==> src/include/fxau_pkg.sv <==
// shared constants, operation codes and carriers for the fixed-point unit
package fxau_pkg;

   // apb register byte offsets
   localparam logic [11:0] FXAU_CTRL_OFS = 12'h000;
   localparam logic [11:0] FXAU_STATUS_OFS = 12'h004;
   localparam logic [11:0] FXAU_COUNT_OFS = 12'h008;

   // control register layout and reset value
   localparam int FXAU_CTRL_ENABLE_BIT = 0;
   localparam logic [31:0] FXAU_CTRL_RESET = 32'h0000_0001;

   // status register field positions
   localparam int FXAU_ST_CC_LSB = 0;
   localparam int FXAU_ST_PROT_BIT = 2;
   localparam int FXAU_ST_ADDR_BIT = 3;
   localparam int FXAU_ST_SPEC_BIT = 4;
   localparam int FXAU_ST_OVF_BIT = 5;
   localparam int FXAU_ST_BUSY_BIT = 6;

   // condition code values for signed results
   localparam logic [1:0] FXAU_CC_ZERO = 2'h0;
   localparam logic [1:0] FXAU_CC_NEG = 2'h1;
   localparam logic [1:0] FXAU_CC_POS = 2'h2;
   localparam logic [1:0] FXAU_CC_OVF = 2'h3;

   // storage word step for load multiple
   localparam logic [31:0] FXAU_WORD_STEP = 32'h0000_0004;

   typedef enum logic [3:0] {
      load_and_test,
      load_complement,
      load_positive,
      load_negative,
      load_multiple,
      add_register,
      add_halfword,
      unsigned_add_register,
      unsigned_add_storage,
      subtract_register,
      subtract_halfword,
      unsigned_subtract
   } fxau_op_t;

   // decoded operation as presented by the sequencer
   typedef struct packed {
      fxau_op_t op;
      logic [3:0] r1;
      logic [3:0] r3;
      logic [31:0] opnd1;
      logic [31:0] opnd2;
      logic [31:0] addr;
      logic from_storage;
      logic ovf_mask;
      logic prot_exc;
      logic addr_exc;
   } fxau_req_t;

   // one completion or register-write beat
   typedef struct packed {
      logic [31:0] result;
      logic [1:0] cc;
      logic cc_upd;
      logic wr_en;
      logic [3:0] wr_reg;
      logic last;
      logic ovf;
      logic ovf_irq;
      logic prot_exc;
      logic addr_exc;
      logic spec_exc;
   } fxau_rsp_t;

endpackage : fxau_pkg

==> src/verilog/fxau_adder.sv <==
// 32-bit adder with sign carry and signed overflow
`timescale 1ns/1ps
`default_nettype none
module fxau_adder
(
   input wire logic [31:0] a,
   input wire logic [31:0] b,
   input wire logic cin,
   output logic [31:0] sum,
   output logic carry,
   output logic ovf
);
   logic [31:0] low;
   logic [1:0] top;

   // split at the sign bit so both carries are visible
   always_comb
   begin
      low = {1'b0, a[30:0]} + {1'b0, b[30:0]} + {31'h0000_0000, cin};
      top = {1'b0, a[31]} + {1'b0, b[31]} + {1'b0, low[31]};
      sum = {top[0], low[30:0]}; // wrapped sum, sign not corrected
      carry = top[1];
      ovf = top[1] ^ low[31]; // sign carry differs from numeric carry
   end
endmodule : fxau_adder
`default_nettype wire

==> src/verilog/fxau_apb.sv <==
// apb register slave: control, last status and completion count
`timescale 1ns/1ps
`default_nettype none
module fxau_apb
(
   input wire logic pclk,
   input wire logic presetn,
   input wire logic psel,
   input wire logic penable,
   input wire logic pwrite,
   input wire logic [31:0] paddr,
   input wire logic [31:0] pwdata,
   output logic [31:0] prdata,
   output logic pready,
   output logic pslverr,
   input wire logic busy,
   input wire logic done,
   input wire fxau_pkg::fxau_rsp_t last_rsp,
   output logic enable
);
   import fxau_pkg::*;

   logic [31:0] ctrl, next_ctrl;
   logic [6:0] status, next_status;
   logic [31:0] count, next_count;
   logic [31:0] next_prdata;
   logic mapped;
   logic wr;

   // zero wait states: read data is prepared during the setup cycle
   assign pready = 1'b1;
   assign mapped = (paddr[11:0] == FXAU_CTRL_OFS) ||
      (paddr[11:0] == FXAU_STATUS_OFS) || (paddr[11:0] == FXAU_COUNT_OFS);
   assign pslverr = psel & penable & ~mapped;
   assign wr = psel & penable & pwrite & mapped;
   assign enable = ctrl[FXAU_CTRL_ENABLE_BIT];

   // register next values; a completion beats a clearing write of count
   always_comb
   begin
      next_ctrl = ctrl;
      next_status = status;
      next_count = count;
      next_prdata = prdata;
      if (wr && paddr[11:0] == FXAU_CTRL_OFS)
         next_ctrl = {31'h0000_0000, pwdata[FXAU_CTRL_ENABLE_BIT]};
      if (wr && paddr[11:0] == FXAU_COUNT_OFS)
         next_count = 32'h0000_0000;
      if (done)
      begin
         next_count = 32'(count + 32'h0000_0001);
         next_status[FXAU_ST_CC_LSB +: 2] = last_rsp.cc;
         next_status[FXAU_ST_PROT_BIT] = last_rsp.prot_exc;
         next_status[FXAU_ST_ADDR_BIT] = last_rsp.addr_exc;
         next_status[FXAU_ST_SPEC_BIT] = last_rsp.spec_exc;
         next_status[FXAU_ST_OVF_BIT] = last_rsp.ovf;
      end
      next_status[FXAU_ST_BUSY_BIT] = busy;
      if (psel && !penable && !pwrite)
      begin
         unique case (paddr[11:0])
            FXAU_CTRL_OFS: next_prdata = ctrl;
            FXAU_STATUS_OFS: next_prdata = {25'h000_0000, status};
            FXAU_COUNT_OFS: next_prdata = count;
            default: next_prdata = 32'h0000_0000;
         endcase
      end
   end

   always_ff @(posedge pclk or negedge presetn)
   begin
      if (!presetn)
      begin
         ctrl <= FXAU_CTRL_RESET;
         status <= 7'h00;
         count <= 32'h0000_0000;
         prdata <= 32'h0000_0000;
      end
      else
      begin
         ctrl <= next_ctrl;
         status <= next_status;
         count <= next_count;
         prdata <= next_prdata;
      end
   end
endmodule : fxau_apb
`default_nettype wire

==> src/verilog/fxau_top.sv <==
// fixed-point load, add and subtract execution datapath
//
// The implementer's own choices: register access over APB and the register offsets.
`timescale 1ns/1ps
`default_nettype none
// Contract
// - load and test copies, codes sign
// - load complement writes negated operand
// - complementing max negative keeps it, code 3
// - overflow interrupts only when mask set
// - signed ops code zero, neg, pos, overflow
// - load positive writes absolute value, no code 1
// - load negative writes negated magnitude, codes 0/1
// - load multiple ascends, wraps 15 to 0
// - any field pair; equal means one word
// - load multiple keeps code and storage
// - full 32-bit add, carry-compare overflow
// - overflowed sum stays wrapped
// - halfword operand sign-extended first
// - subtract adds inverse plus one
// - logical code bits: carry, nonzero
// - logical ops never overflow-interrupt
// - add logical code encodes zero and carry
// - storage forms report storage exceptions
// - only first operand register written, except load multiple
module fxau_top
(
   input wire logic pclk,
   input wire logic presetn,
   input wire logic psel,
   input wire logic penable,
   input wire logic pwrite,
   input wire logic [31:0] paddr,
   input wire logic [31:0] pwdata,
   output logic [31:0] prdata,
   output logic pready,
   output logic pslverr,
   input wire logic req_valid,
   output logic req_ready,
   input wire fxau_pkg::fxau_req_t req,
   output logic mem_req_valid,
   output logic [31:0] mem_addr,
   input wire logic mem_rvalid,
   input wire logic [31:0] mem_rdata,
   input wire logic mem_prot_exc,
   input wire logic mem_addr_exc,
   output logic rsp_valid,
   output var fxau_pkg::fxau_rsp_t rsp
);
   import fxau_pkg::*;

   typedef enum logic [1:0] {st_idle, st_lm_fetch} fxau_state_t;

   fxau_state_t state, next_state;
   logic [3:0] lm_reg, next_lm_reg;
   logic [3:0] lm_last, next_lm_last;
   logic [31:0] next_mem_addr;
   logic next_rsp_valid;
   fxau_rsp_t next_rsp;
   fxau_rsp_t alu_rsp;
   logic enable;
   logic take;
   logic [31:0] opnd2_ext;
   logic [31:0] add_a;
   logic [31:0] add_b;
   logic add_cin;
   logic [31:0] add_sum;
   logic add_carry;
   logic add_ovf;
   logic storage_form;
   logic halfword_form;
   logic spec_bad;

   // signed condition code from a result and its overflow
   function automatic logic [1:0] fxau_cc_signed(input logic [31:0] v,
      input logic ovf);
      if (ovf)
         return FXAU_CC_OVF;
      else if (v == 32'h0000_0000)
         return FXAU_CC_ZERO;
      else if (v[31])
         return FXAU_CC_NEG;
      else
         return FXAU_CC_POS;
   endfunction : fxau_cc_signed

   // true when a storage address is off its operand boundary
   function automatic logic fxau_misaligned(input logic [31:0] a,
      input logic half);
      if (half)
         return a[0];
      else
         return a[1:0] != 2'h0;
   endfunction : fxau_misaligned

   // negation request for the adder: zero plus inverse plus one
   function automatic logic [64:0] fxau_negate(input logic [31:0] v);
      return {32'h0000_0000, ~v, 1'b1};
   endfunction : fxau_negate

   // pass-through request for the adder: zero plus value, no carry
   function automatic logic [64:0] fxau_pass(input logic [31:0] v);
      return {32'h0000_0000, v, 1'b0};
   endfunction : fxau_pass

   fxau_apb u_apb
   (
      .pclk(pclk),
      .presetn(presetn),
      .psel(psel),
      .penable(penable),
      .pwrite(pwrite),
      .paddr(paddr),
      .pwdata(pwdata),
      .prdata(prdata),
      .pready(pready),
      .pslverr(pslverr),
      .busy(state != st_idle),
      .done(rsp_valid & rsp.last),
      .last_rsp(rsp),
      .enable(enable)
   );

   fxau_adder u_adder
   (
      .a(add_a),
      .b(add_b),
      .cin(add_cin),
      .sum(add_sum),
      .carry(add_carry),
      .ovf(add_ovf)
   );

   // software can hold off new work; a running load multiple finishes
   assign req_ready = (state == st_idle) & enable;
   assign take = req_valid & req_ready;
   assign mem_req_valid = (state == st_lm_fetch);

   // operand shaping and storage-form decode
   always_comb
   begin
      halfword_form = (req.op == add_halfword) ||
         (req.op == subtract_halfword);
      if (halfword_form)
         opnd2_ext = {{16{req.opnd2[15]}}, req.opnd2[15:0]};
      else
         opnd2_ext = req.opnd2;
      unique case (req.op)
         add_halfword, subtract_halfword, unsigned_add_storage,
         load_multiple:
            storage_form = 1'b1;
         add_register, subtract_register, unsigned_subtract:
            storage_form = req.from_storage;
         default:
            storage_form = 1'b0;
      endcase
      spec_bad = fxau_misaligned(req.addr, halfword_form);
   end

   // adder operand selection; every single-register load form routes through the adder
   // so complementing the most negative value overflows by itself
   always_comb
   begin
      {add_a, add_b, add_cin} = fxau_pass(req.opnd2);
      unique case (req.op)
         load_complement:
            {add_a, add_b, add_cin} = fxau_negate(req.opnd2);
         load_positive:
            if (req.opnd2[31])
               {add_a, add_b, add_cin} = fxau_negate(req.opnd2);
         load_negative:
            // zero stays positive zero: negating zero yields zero
            if (!req.opnd2[31])
               {add_a, add_b, add_cin} = fxau_negate(req.opnd2);
         add_register, add_halfword, unsigned_add_register,
         unsigned_add_storage:
         begin
            add_a = req.opnd1;
            add_b = opnd2_ext;
            add_cin = 1'b0;
         end
         subtract_register, subtract_halfword, unsigned_subtract:
         begin
            add_a = req.opnd1;
            add_b = ~opnd2_ext; // inverse plus low-order one
            add_cin = 1'b1;
         end
         default:
            {add_a, add_b, add_cin} = fxau_pass(req.opnd2);
      endcase
   end

   // single-beat result, code and exception flags
   always_comb
   begin
      alu_rsp = '0;
      alu_rsp.result = add_sum;
      alu_rsp.wr_en = 1'b1;
      alu_rsp.wr_reg = req.r1; // only the first operand is replaced
      alu_rsp.last = 1'b1;
      alu_rsp.cc_upd = 1'b1;
      unique case (req.op)
         load_and_test, load_negative:
            alu_rsp.cc = fxau_cc_signed(add_sum, 1'b0);
         load_complement, load_positive, add_register, add_halfword,
         subtract_register, subtract_halfword:
         begin
            alu_rsp.cc = fxau_cc_signed(add_sum, add_ovf);
            alu_rsp.ovf = add_ovf;
            alu_rsp.ovf_irq = add_ovf & req.ovf_mask;
         end
         unsigned_add_register, unsigned_add_storage, unsigned_subtract:
            // no overflow interruption, only carry and zero in the code
            alu_rsp.cc = {add_carry, |add_sum};
         default:
         begin
            alu_rsp.wr_en = 1'b0;
            alu_rsp.cc_upd = 1'b0;
         end
      endcase
      // storage forms carry the fetch outcome; register forms never do
      if (storage_form)
      begin
         alu_rsp.prot_exc = req.prot_exc;
         alu_rsp.addr_exc = req.addr_exc;
         alu_rsp.spec_exc = spec_bad;
      end
      // a suppressed operation leaves register, code and mask alone
      if (alu_rsp.prot_exc | alu_rsp.addr_exc | alu_rsp.spec_exc)
      begin
         alu_rsp.wr_en = 1'b0;
         alu_rsp.cc_upd = 1'b0;
         alu_rsp.ovf = 1'b0;
         alu_rsp.ovf_irq = 1'b0;
      end
   end

   // sequencing: one beat for plain ops, one beat per word for load
   // multiple; the address arrives fully formed from the sequencer, with
   // zero base or index already counted as absent
   always_comb
   begin
      next_state = state;
      next_lm_reg = lm_reg;
      next_lm_last = lm_last;
      next_mem_addr = mem_addr;
      next_rsp_valid = 1'b0;
      next_rsp = rsp;
      unique case (state)
         st_idle:
            if (take)
            begin
               if (req.op == load_multiple)
               begin
                  next_rsp = '0;
                  if (spec_bad)
                  begin
                     next_rsp.spec_exc = 1'b1;
                     next_rsp.last = 1'b1;
                     next_rsp_valid = 1'b1;
                  end
                  else
                  begin
                     next_state = st_lm_fetch;
                     next_lm_reg = req.r1;
                     next_lm_last = req.r3;
                     next_mem_addr = req.addr;
                  end
               end
               else
               begin
                  next_rsp = alu_rsp; // all fields in one beat
                  next_rsp_valid = 1'b1;
               end
            end
         st_lm_fetch:
            if (mem_rvalid)
            begin
               // code never updated, storage only read
               next_rsp = '0;
               next_rsp_valid = 1'b1;
               if (mem_prot_exc || mem_addr_exc)
               begin
                  next_rsp.prot_exc = mem_prot_exc;
                  next_rsp.addr_exc = mem_addr_exc;
                  next_rsp.last = 1'b1;
                  next_state = st_idle;
               end
               else
               begin
                  next_rsp.result = mem_rdata;
                  next_rsp.wr_en = 1'b1;
                  next_rsp.wr_reg = lm_reg;
                  // equal fields end after exactly one word
                  next_rsp.last = (lm_reg == lm_last);
                  if (lm_reg == lm_last)
                     next_state = st_idle;
                  // four-bit counter wraps 15 to 0 on its own
                  next_lm_reg = 4'(lm_reg + 4'h1);
                  next_mem_addr = 32'(mem_addr + FXAU_WORD_STEP);
               end
            end
         default:
            next_state = st_idle;
      endcase
   end

   always_ff @(posedge pclk or negedge presetn)
   begin
      if (!presetn)
      begin
         state <= st_idle;
         lm_reg <= 4'h0;
         lm_last <= 4'h0;
         mem_addr <= 32'h0000_0000;
         rsp_valid <= 1'b0;
         rsp <= '0;
      end
      else
      begin
         state <= next_state;
         lm_reg <= next_lm_reg;
         lm_last <= next_lm_last;
         mem_addr <= next_mem_addr;
         rsp_valid <= next_rsp_valid;
         rsp <= next_rsp;
      end
   end
endmodule : fxau_top
`default_nettype wire

==> config.mk <==
export PLATFORM = sky130hd
export DESIGN_NAME = fxau_top
export DESIGN_NICKNAME = d
export VERILOG_FILES = /design/src/include/fxau_pkg.sv /design/src/verilog/fxau_adder.sv /design/src/verilog/fxau_apb.sv /design/src/verilog/fxau_top.sv
export SDC_FILE = /design/constraint.sdc
export NUM_CORES = 1
export LEC_CHECK = 0
export ABC_AREA = 1
export BUFFER_PORTS_ARGS = -buffer_cell sky130_fd_sc_hd__buf_2
export CAP_MARGIN = 5
export CORE_ASPECT_RATIO = 1.25
export CORE_UTILIZATION = 58
export DETAILED_ROUTE_END_ITERATION = 8
export PLACE_DENSITY = 0.95
export SETUP_SLACK_MARGIN = 0.3
export SLEW_MARGIN = 20
export SYNTH_ARGS = -nofsm -noshare
export SYNTH_HDL_FRONTEND = slang
export SYNTH_SLANG_ARGS = --single-unit
export TNS_END_PERCENT = 50
==> constraint.sdc <==
create_clock -name pclk -period 4.7 [get_ports pclk]
set_input_delay 0.47 -clock pclk [delete_from_list [all_inputs] [get_ports pclk]]
set_output_delay 0.47 -clock pclk [all_outputs]
set_load 0.01 [all_outputs]
-- Yosys cells after proc, flatten, opt, wreduce, memory -nomap -nowiden
Index checks and enable logic that the tools add are counted.
- register bits: 161
- bits in latches: 0
- bits in writable memories: 0
- memory bits (read-only): 0
- bits of input ports: 217
- output and inout port bits: 115
- word-level logic and storage cells: 151
- memories kept: 0
- add/sub/neg operators: 7
- $mul: 0
- divide/modulo/power cells: 0
- $lt $le $gt $ge: 0
- equality and inequality tests: 21
- shifts and indexed selects: 0
- multiplexer cells: 54
- bitwise logic cells: 15
- reductions and logical operators: 33
- operator list (operator ; count):
    2-to-1 mux 32 bit ; 12
    one-hot mux 32 bit (5 select lines) ; 1
    2-to-1 mux 46 bit ; 3
    one-hot mux 32 bit (3 select lines) ; 1
    one-hot mux 46 bit (2 select lines) ; 1
    inverter 32 bit ; 2
    one-hot mux 32 bit (2 select lines) ; 1
    adder 31 x 31 -> 32 bit ; 1
    adder 32 x 1 -> 32 bit ; 1
    adder 32 x 1 -> 32 bit (second input constant) ; 1
    adder 32 x 3 -> 32 bit (second input constant) ; 1
    logical NOT 32 bit ; 1
    OR reduction 32 bit ; 1
    2-to-1 mux 2 bit ; 14
    2-to-1 mux 4 bit ; 5
    equality test 4 x 3 -> 1 bit (second input constant) ; 4
    equality test 4 bit (second input constant) ; 4
    equality test 12 x 3 -> 1 bit (second input constant) ; 1
    equality test 12 x 4 -> 1 bit (second input constant) ; 1
    logical NOT 12 bit ; 1
    OR reduction 4 bit ; 3
    OR reduction 11 bit ; 1
    OR reduction 3 bit ; 3
    AND 1 bit ; 8
    34 further kinds ; 58

-- Depth between registers and ports, before layout
- word-level depth: 15
- depth in mapped cells: 36
- mapped depth without buffers: 35

-- Cells and area by module
Synthesis repeated with hierarchy kept, for this count alone.
- cells, all modules: 1995
- area total of the unflattened synthesis: 12838.6 sq um
- by module, submodules not included (module ; times used ; cells each ; area an instance (sq um) ; sequential area each (sq um)):
    fxau_top ; 1 ; 964 ; 6384.9 ; 2202.1
    fxau_apb ; 1 ; 529 ; 4036.4 ; 1803.0
    fxau_adder ; 1 ; 502 ; 2417.3 ; 0.0

-- Worst setup path before layout
No wires, ideal clock.
- path kind: input to register
- start: in req[109] (netlist bit)
- end: reg rsp[13] (netlist bit)
- library setup time: 116 ps
- data arrival time: 4293 ps
- data required time: 4584 ps
- setup slack: 290 ps
- stages: 36
- buffers on the path: 1
- cell sequence: nor2_1 -> inv_1 -> nor3_1 -> a21oi_2 -> inv_2 -> nor2_2 -> buf_2 -> a21oi_1 -> o21ai_0 -> a21oi_1 -> o21ai_1 -> o21a_1 -> ha_1 -> nand2_1 -> nor2_1 -> inv_1 -> nor3_2 -> nand3_1 -> nand2_1 -> nand2_1 -> nand2_1 -> fa_1 -> nor2_1 -> nand2_1 -> inv_1 -> nand3_1 -> nor2_1 -> nand3_1 -> nor2_1 -> nand3_1 -> nor2_1 -> nand4_1 -> o21bai_1 -> nand2_1 -> nand2_1 -> nand2_1
- longest elaborated chain between the ends: 15
- elaborated cells between the ends (all ways): 38
- those cells by class: add/sub: 4; eq/ne: 11; mux: 11; bitwise: 2; reduce/logical: 10
- RTL lines (item ; line ; source):
    start, declared ; fxau_top.sv:40 ; input wire fxau_pkg::fxau_req_t req,
    equality test 4 x 3 -> 1 bit or equality test 4 bit (tied branches) ; n/a ;
    logical OR 1 bit ; fxau_top.sv:142 ; halfword_form = (req.op == add_halfword) ||
    2-to-1 mux 32 bit ; fxau_top.sv:144 ; if (halfword_form)
    inverter 32 bit ; fxau_top.sv:185 ; add_b = ~opnd2_ext;
    one-hot mux 32 bit (5 select lines) ; fxau_top.sv:165 ; unique case (req.op)
    adder 31 x 31 -> 32 bit ; fxau_adder.sv:19 ; low = {1'b0, a[30:0]} + {1'b0, b[30:0]} + {31'h0000_0000, cin};
    adder 32 x 1 -> 32 bit ; fxau_adder.sv:19 ;
    adder 2 x 1 -> 2 bit ; fxau_adder.sv:20 ; top = {1'b0, a[31]} + {1'b0, b[31]} + {1'b0, low[31]};
    logical NOT 32 bit or 2-to-1 mux 2 bit (tied branches) ; fxau_top.sv:79, fxau_top.sv:81 ;
    2-to-1 mux 2 bit ; fxau_top.sv:79 ; else if (v == 32'h0000_0000)
    2-to-1 mux 2 bit ; fxau_top.sv:77 ; if (ovf)
    one-hot mux 2 bit (3 select lines) ; fxau_top.sv:202 ; unique case (req.op)
    2-to-1 mux 46 bit (*) ; fxau_top.sv:253 ; if (req.op == load_multiple)
    2-to-1 mux 46 bit (*) ; fxau_top.sv:251 ; if (take)
    one-hot mux 46 bit (2 select lines) (*) ; fxau_top.sv:249 ; unique case (state)
    end signal, assigned ; fxau_top.sv:326 ; rsp <= next_rsp;
    end, declared ; fxau_top.sv:48 ; output var fxau_pkg::fxau_rsp_t rsp
Every way passes the cells marked *; elsewhere a longest branch is shown, timed or not. The select of a mux whose other input is x is not followed.
A chain may end at the register's enable or synchronous reset.

-- Final worst setup path
Ends and elaborated chain as after synthesis.

==> impl_metrics.py <==
metrics = {
    "floorplan": {
        "core_um2": 20200,
        "dieArea_um2": 21200,
        "io_pins": 332,
        "die_h_um": 162,
        "die_w_um": 130,
        "num_rows": 58,
        "initial_core_util_pct": 59.2,
    },
    "yosys": {
        "syn_inst": 1775,
        "ys_seq_area_share_pct": 33.5,
        "ys_warn_count": 0,
        "synthDistinctLibCells": 61,
        "syn_area_per_cell_um2": 6.73,
        "syn-num-nets": 2028,
        "synth_edf_count": 0,
        "yosysTopAreaCell": "dfrtp_1",
        "yosys_most_used_dff": "dfrtp_1",
        "ys_ff_latch": 160,
        "synthArstFlopShare_pct": 100,
        "syn_area_um2": 11900,
        "synth_top_area_share_pct": 33.3,
        "synth_area_leaders": "dfrtp_1 33%, nand2_1 15%, inv_1 8.1%, nor2_1 6.4%, ha_1 3.5%",
    },
    "grt": {
        "grtUsageMet1_pct": 40.5,
        "grt_start_max_net_pins": 86,
        "grt_pass1_wl_um": 61100,
        "antenna_found_initial": 5,
        "grt_util_met3_pct": 9.56,
        "grt.busiest_layer": "met2",
        "grt_pass1_vias": 13100,
        "track_usage_pct": 36.8,
        "grt-ovfl-total": 0,
        "met2_usage_pct": 61.7,
    },
    "timing": {
        "relSlewSlack_pct": 29.0,
        "finalSetupViolCount": 0,
        "finalCritPeriodShare_pct": 97.8,
        "tightest_slew_ns": 1.06,
        "rsz0062_at_grt": "false",
        "fin_tns_setup_ns": 0,
        "slew_viol_final": 0,
        "max_freq_mhz": 218,
        "finalWorstSetupSlack_ns": 0.104,
        "hold_viol_final": 0,
        "period_needed_ns": 4.60,
        "clock_skew_ns": 0.0112,
    },
    "clock_tree": {
        "cts_root_buffer": "clkbuf_16",
        "cts_buffers": 17,
        "htree_levels": 4,
        "cts_hold_buf": 0,
        "cts_num_sinks": 160,
        "clk_latency_ns": 0.43,
        "path_clk_slew_ns": 0.07,
        "clockBufferDepth": 2,
        "tritoncts": "done",
    },
    "worst_setup_path": {
        "critPathCaptureType": "register",
        "required_ns": 5.02,
        "r2r_start": "state[0]$_DFFE_PN0P_",
        "arrival_ns": 4.92,
        "crit_start": "req[109]",
        "cp_slowest_stage_delay_ns": 0.49,
        "critPathKind": "in -> reg",
        "critPathLaunchType": "input pin",
        "worst_path_max_delay_cell": "fa_2",
        "critPathMaxFanout": 13,
        "worst_r2r_path_depth": 10,
    },
    "place": {
        "dp_slack_ns": -0.359,
        "place.gp.congestion": 0.984,
        "io_buffers": 279,
        "dp_hpwl_um": 28000,
    },
    "pwr": {
        "p_leak_nw": 8.33,
        "vdd_drop_max_uv": 283,
        "p_per_area_nw_per_um2": 332,
    },
    "finish": {
        "drive_gt1_share_pct": 28.6,
        "largest_reg_flops": 46,
        "area_delta_synth_final_pct": 31.3,
        "register_area_um2": 4010,
        "fillers": 1310,
        "fin_nets": 2402,
        "multi_input_area_um2": 7140,
        "top_register": "rsp",
    },
    "drt": {
        "ant_nets": 0,
        "viasPerCell": 6.07,
        "routed_wirelength_um": 44300,
        "first_pass_iters": 9,
        "num_vias": 14800,
        "drc": 27,
        "first_iter_violations": 1799,
        "wl_per_cell_um": 18.2,
    },
    "worst_hold_path": {
        "hold_path.class": "in -> async",
    },
    "flow_run": {
        "drv_cap": 0,
    },
    "status": {
        "violations": "design-rule violations",
        "status": "complete, but fails checks",
    },
}
==> path summary, 6_finish.rpt <==
check | slack, ns | to
max | 0.10 | rsp[13]$_DFFE_PN0P_
min | 0.11 | u_apb.count[20]$_DFFE_PN0P_
max reg2reg | 1.10 | mem_addr[26]$_DFFE_PN0P_
min reg2reg | 0.47 | mem_addr[1]$_DFFE_PN0P_
max in group asynchronous | 3.54 | u_apb.status[5]$_DFFE_PN0P_
min in group pclk | 0.27 | lm_last[1]$_DFFE_PN0P_
==> metrics by stage <==
step | instance area [um2] | util, % | power, mW | hold slack (ns) | cells
6_report | 15700 | 77.7 | 5.21 | 0.109 | 2437
3_3_place_gp | 14300 | 70.7 | 3.42 | 0.446 | 2370
2_1_floorplan | 11900 | - | 2.77 | 0.174 | 1775
5_1_grt | 15700 | 77.7 | 5.44 | 0.143 | 2434
4_1_cts | 14900 | 73.9 | 4.94 | 0.121 | 2402
3_5_place_dp | 14300 | 70.7 | 3.50 | 0.453 | 2370
==> cells in the final DEF, fill, tap and decap left out, types with 17 or more instances in the layout <==
cell,n
a31oi_1,48
nor3_1,28
dfrtp_1,159
nand2_2,31
o21ai_0,66
inv_2,25
inv_1,245
ha_1,23
nand2_1,447
a21oi_1,65
clkbuf_16,19
buf_2,274
buf_4,123
nor2_4,23
nand4_1,17
nand3_1,75
o22ai_1,30
nor2_1,185
xor2_1,27
o31ai_1,21
o21ai_1,31
==> where the power goes <==
| part | switching (mW) | total, mW | leakage, nW | internal [mW] |
|---|---|---|---|---|
| combinational | 1.23 | 2.04 | 6.10 | 0.803 |
| sequential | 0.189 | 1.76 | 1.94 | 1.57 |
| clock | 0.604 | 1.41 | 0.286 | 0.807 |
==> metal layers <==
layer  part of all wire, %  wire, um
met4                   9.5      4200
met1                    33     14600
met3                    11      4730
met2                    47     20800
met5                 0.052        23
==> Yosys cell counts (21+ instances only) <==
library cell	count
nand3_1	81
o31ai_1	21
nand2_1	473
nor3_1	29
o21ai_1	21
o21ai_0	81
nor2_1	204
a31oi_1	50
a21oi_1	72
dfrtp_1	159
ha_1	33
xor2_1	28
inv_1	257
clkbuf_1	34
o22ai_1	32
==> final cells by class <==
| cell class | count | share of cell area, % |
|---|---|---|
| timing repair buffer | 413 | 16.3 |
| clock inverter | 13 | 0.973 |
| antenna | 5 | 0.0798 |
| multi-input combinational | 1283 | 45.5 |
| inverter | 274 | 6.59 |
| tap | 270 | 2.15 |
| sequential | 160 | 25.5 |
| clock buffer | 19 | 2.82 |
==> worst max-delay path, delay by kind of cell <==
family / cells / cell delay (ns)
adders and majority gates: 2 / 0.82
buffers and inverters: 6 / 0.52
AOI/OAI and AO/OA: 7 / 0.90
and+or+nand+nor: 22 / 2.19
==> repair_timing <==
item / 4_1_cts / 5_1_grt
buffers inserted: 0 / 28
endpoints found under the hold margin: 0 / 0
setup endpoints to repair: 1 / 2
pin swaps: 12 / 59
gates resized for setup: 13 / 141
cloned: 0 / 2
==> cell families after synthesis <==
kind of cell             Yosys count  synth area share [%]
flip-flops                       160                  33.5
buffers and inverters            332                  10.8
multiplexers                       6                 0.545
other                              1                0.0314
AO/OA/AOI/OAI                    320                  15.9
XOR/XNOR                          43                  3.15
AND/OR/NAND/NOR                  877                  32.1
adder cells (fa/ha/maj)           36                  3.96
Note: power is estimated with default switching activity, not from simulation.
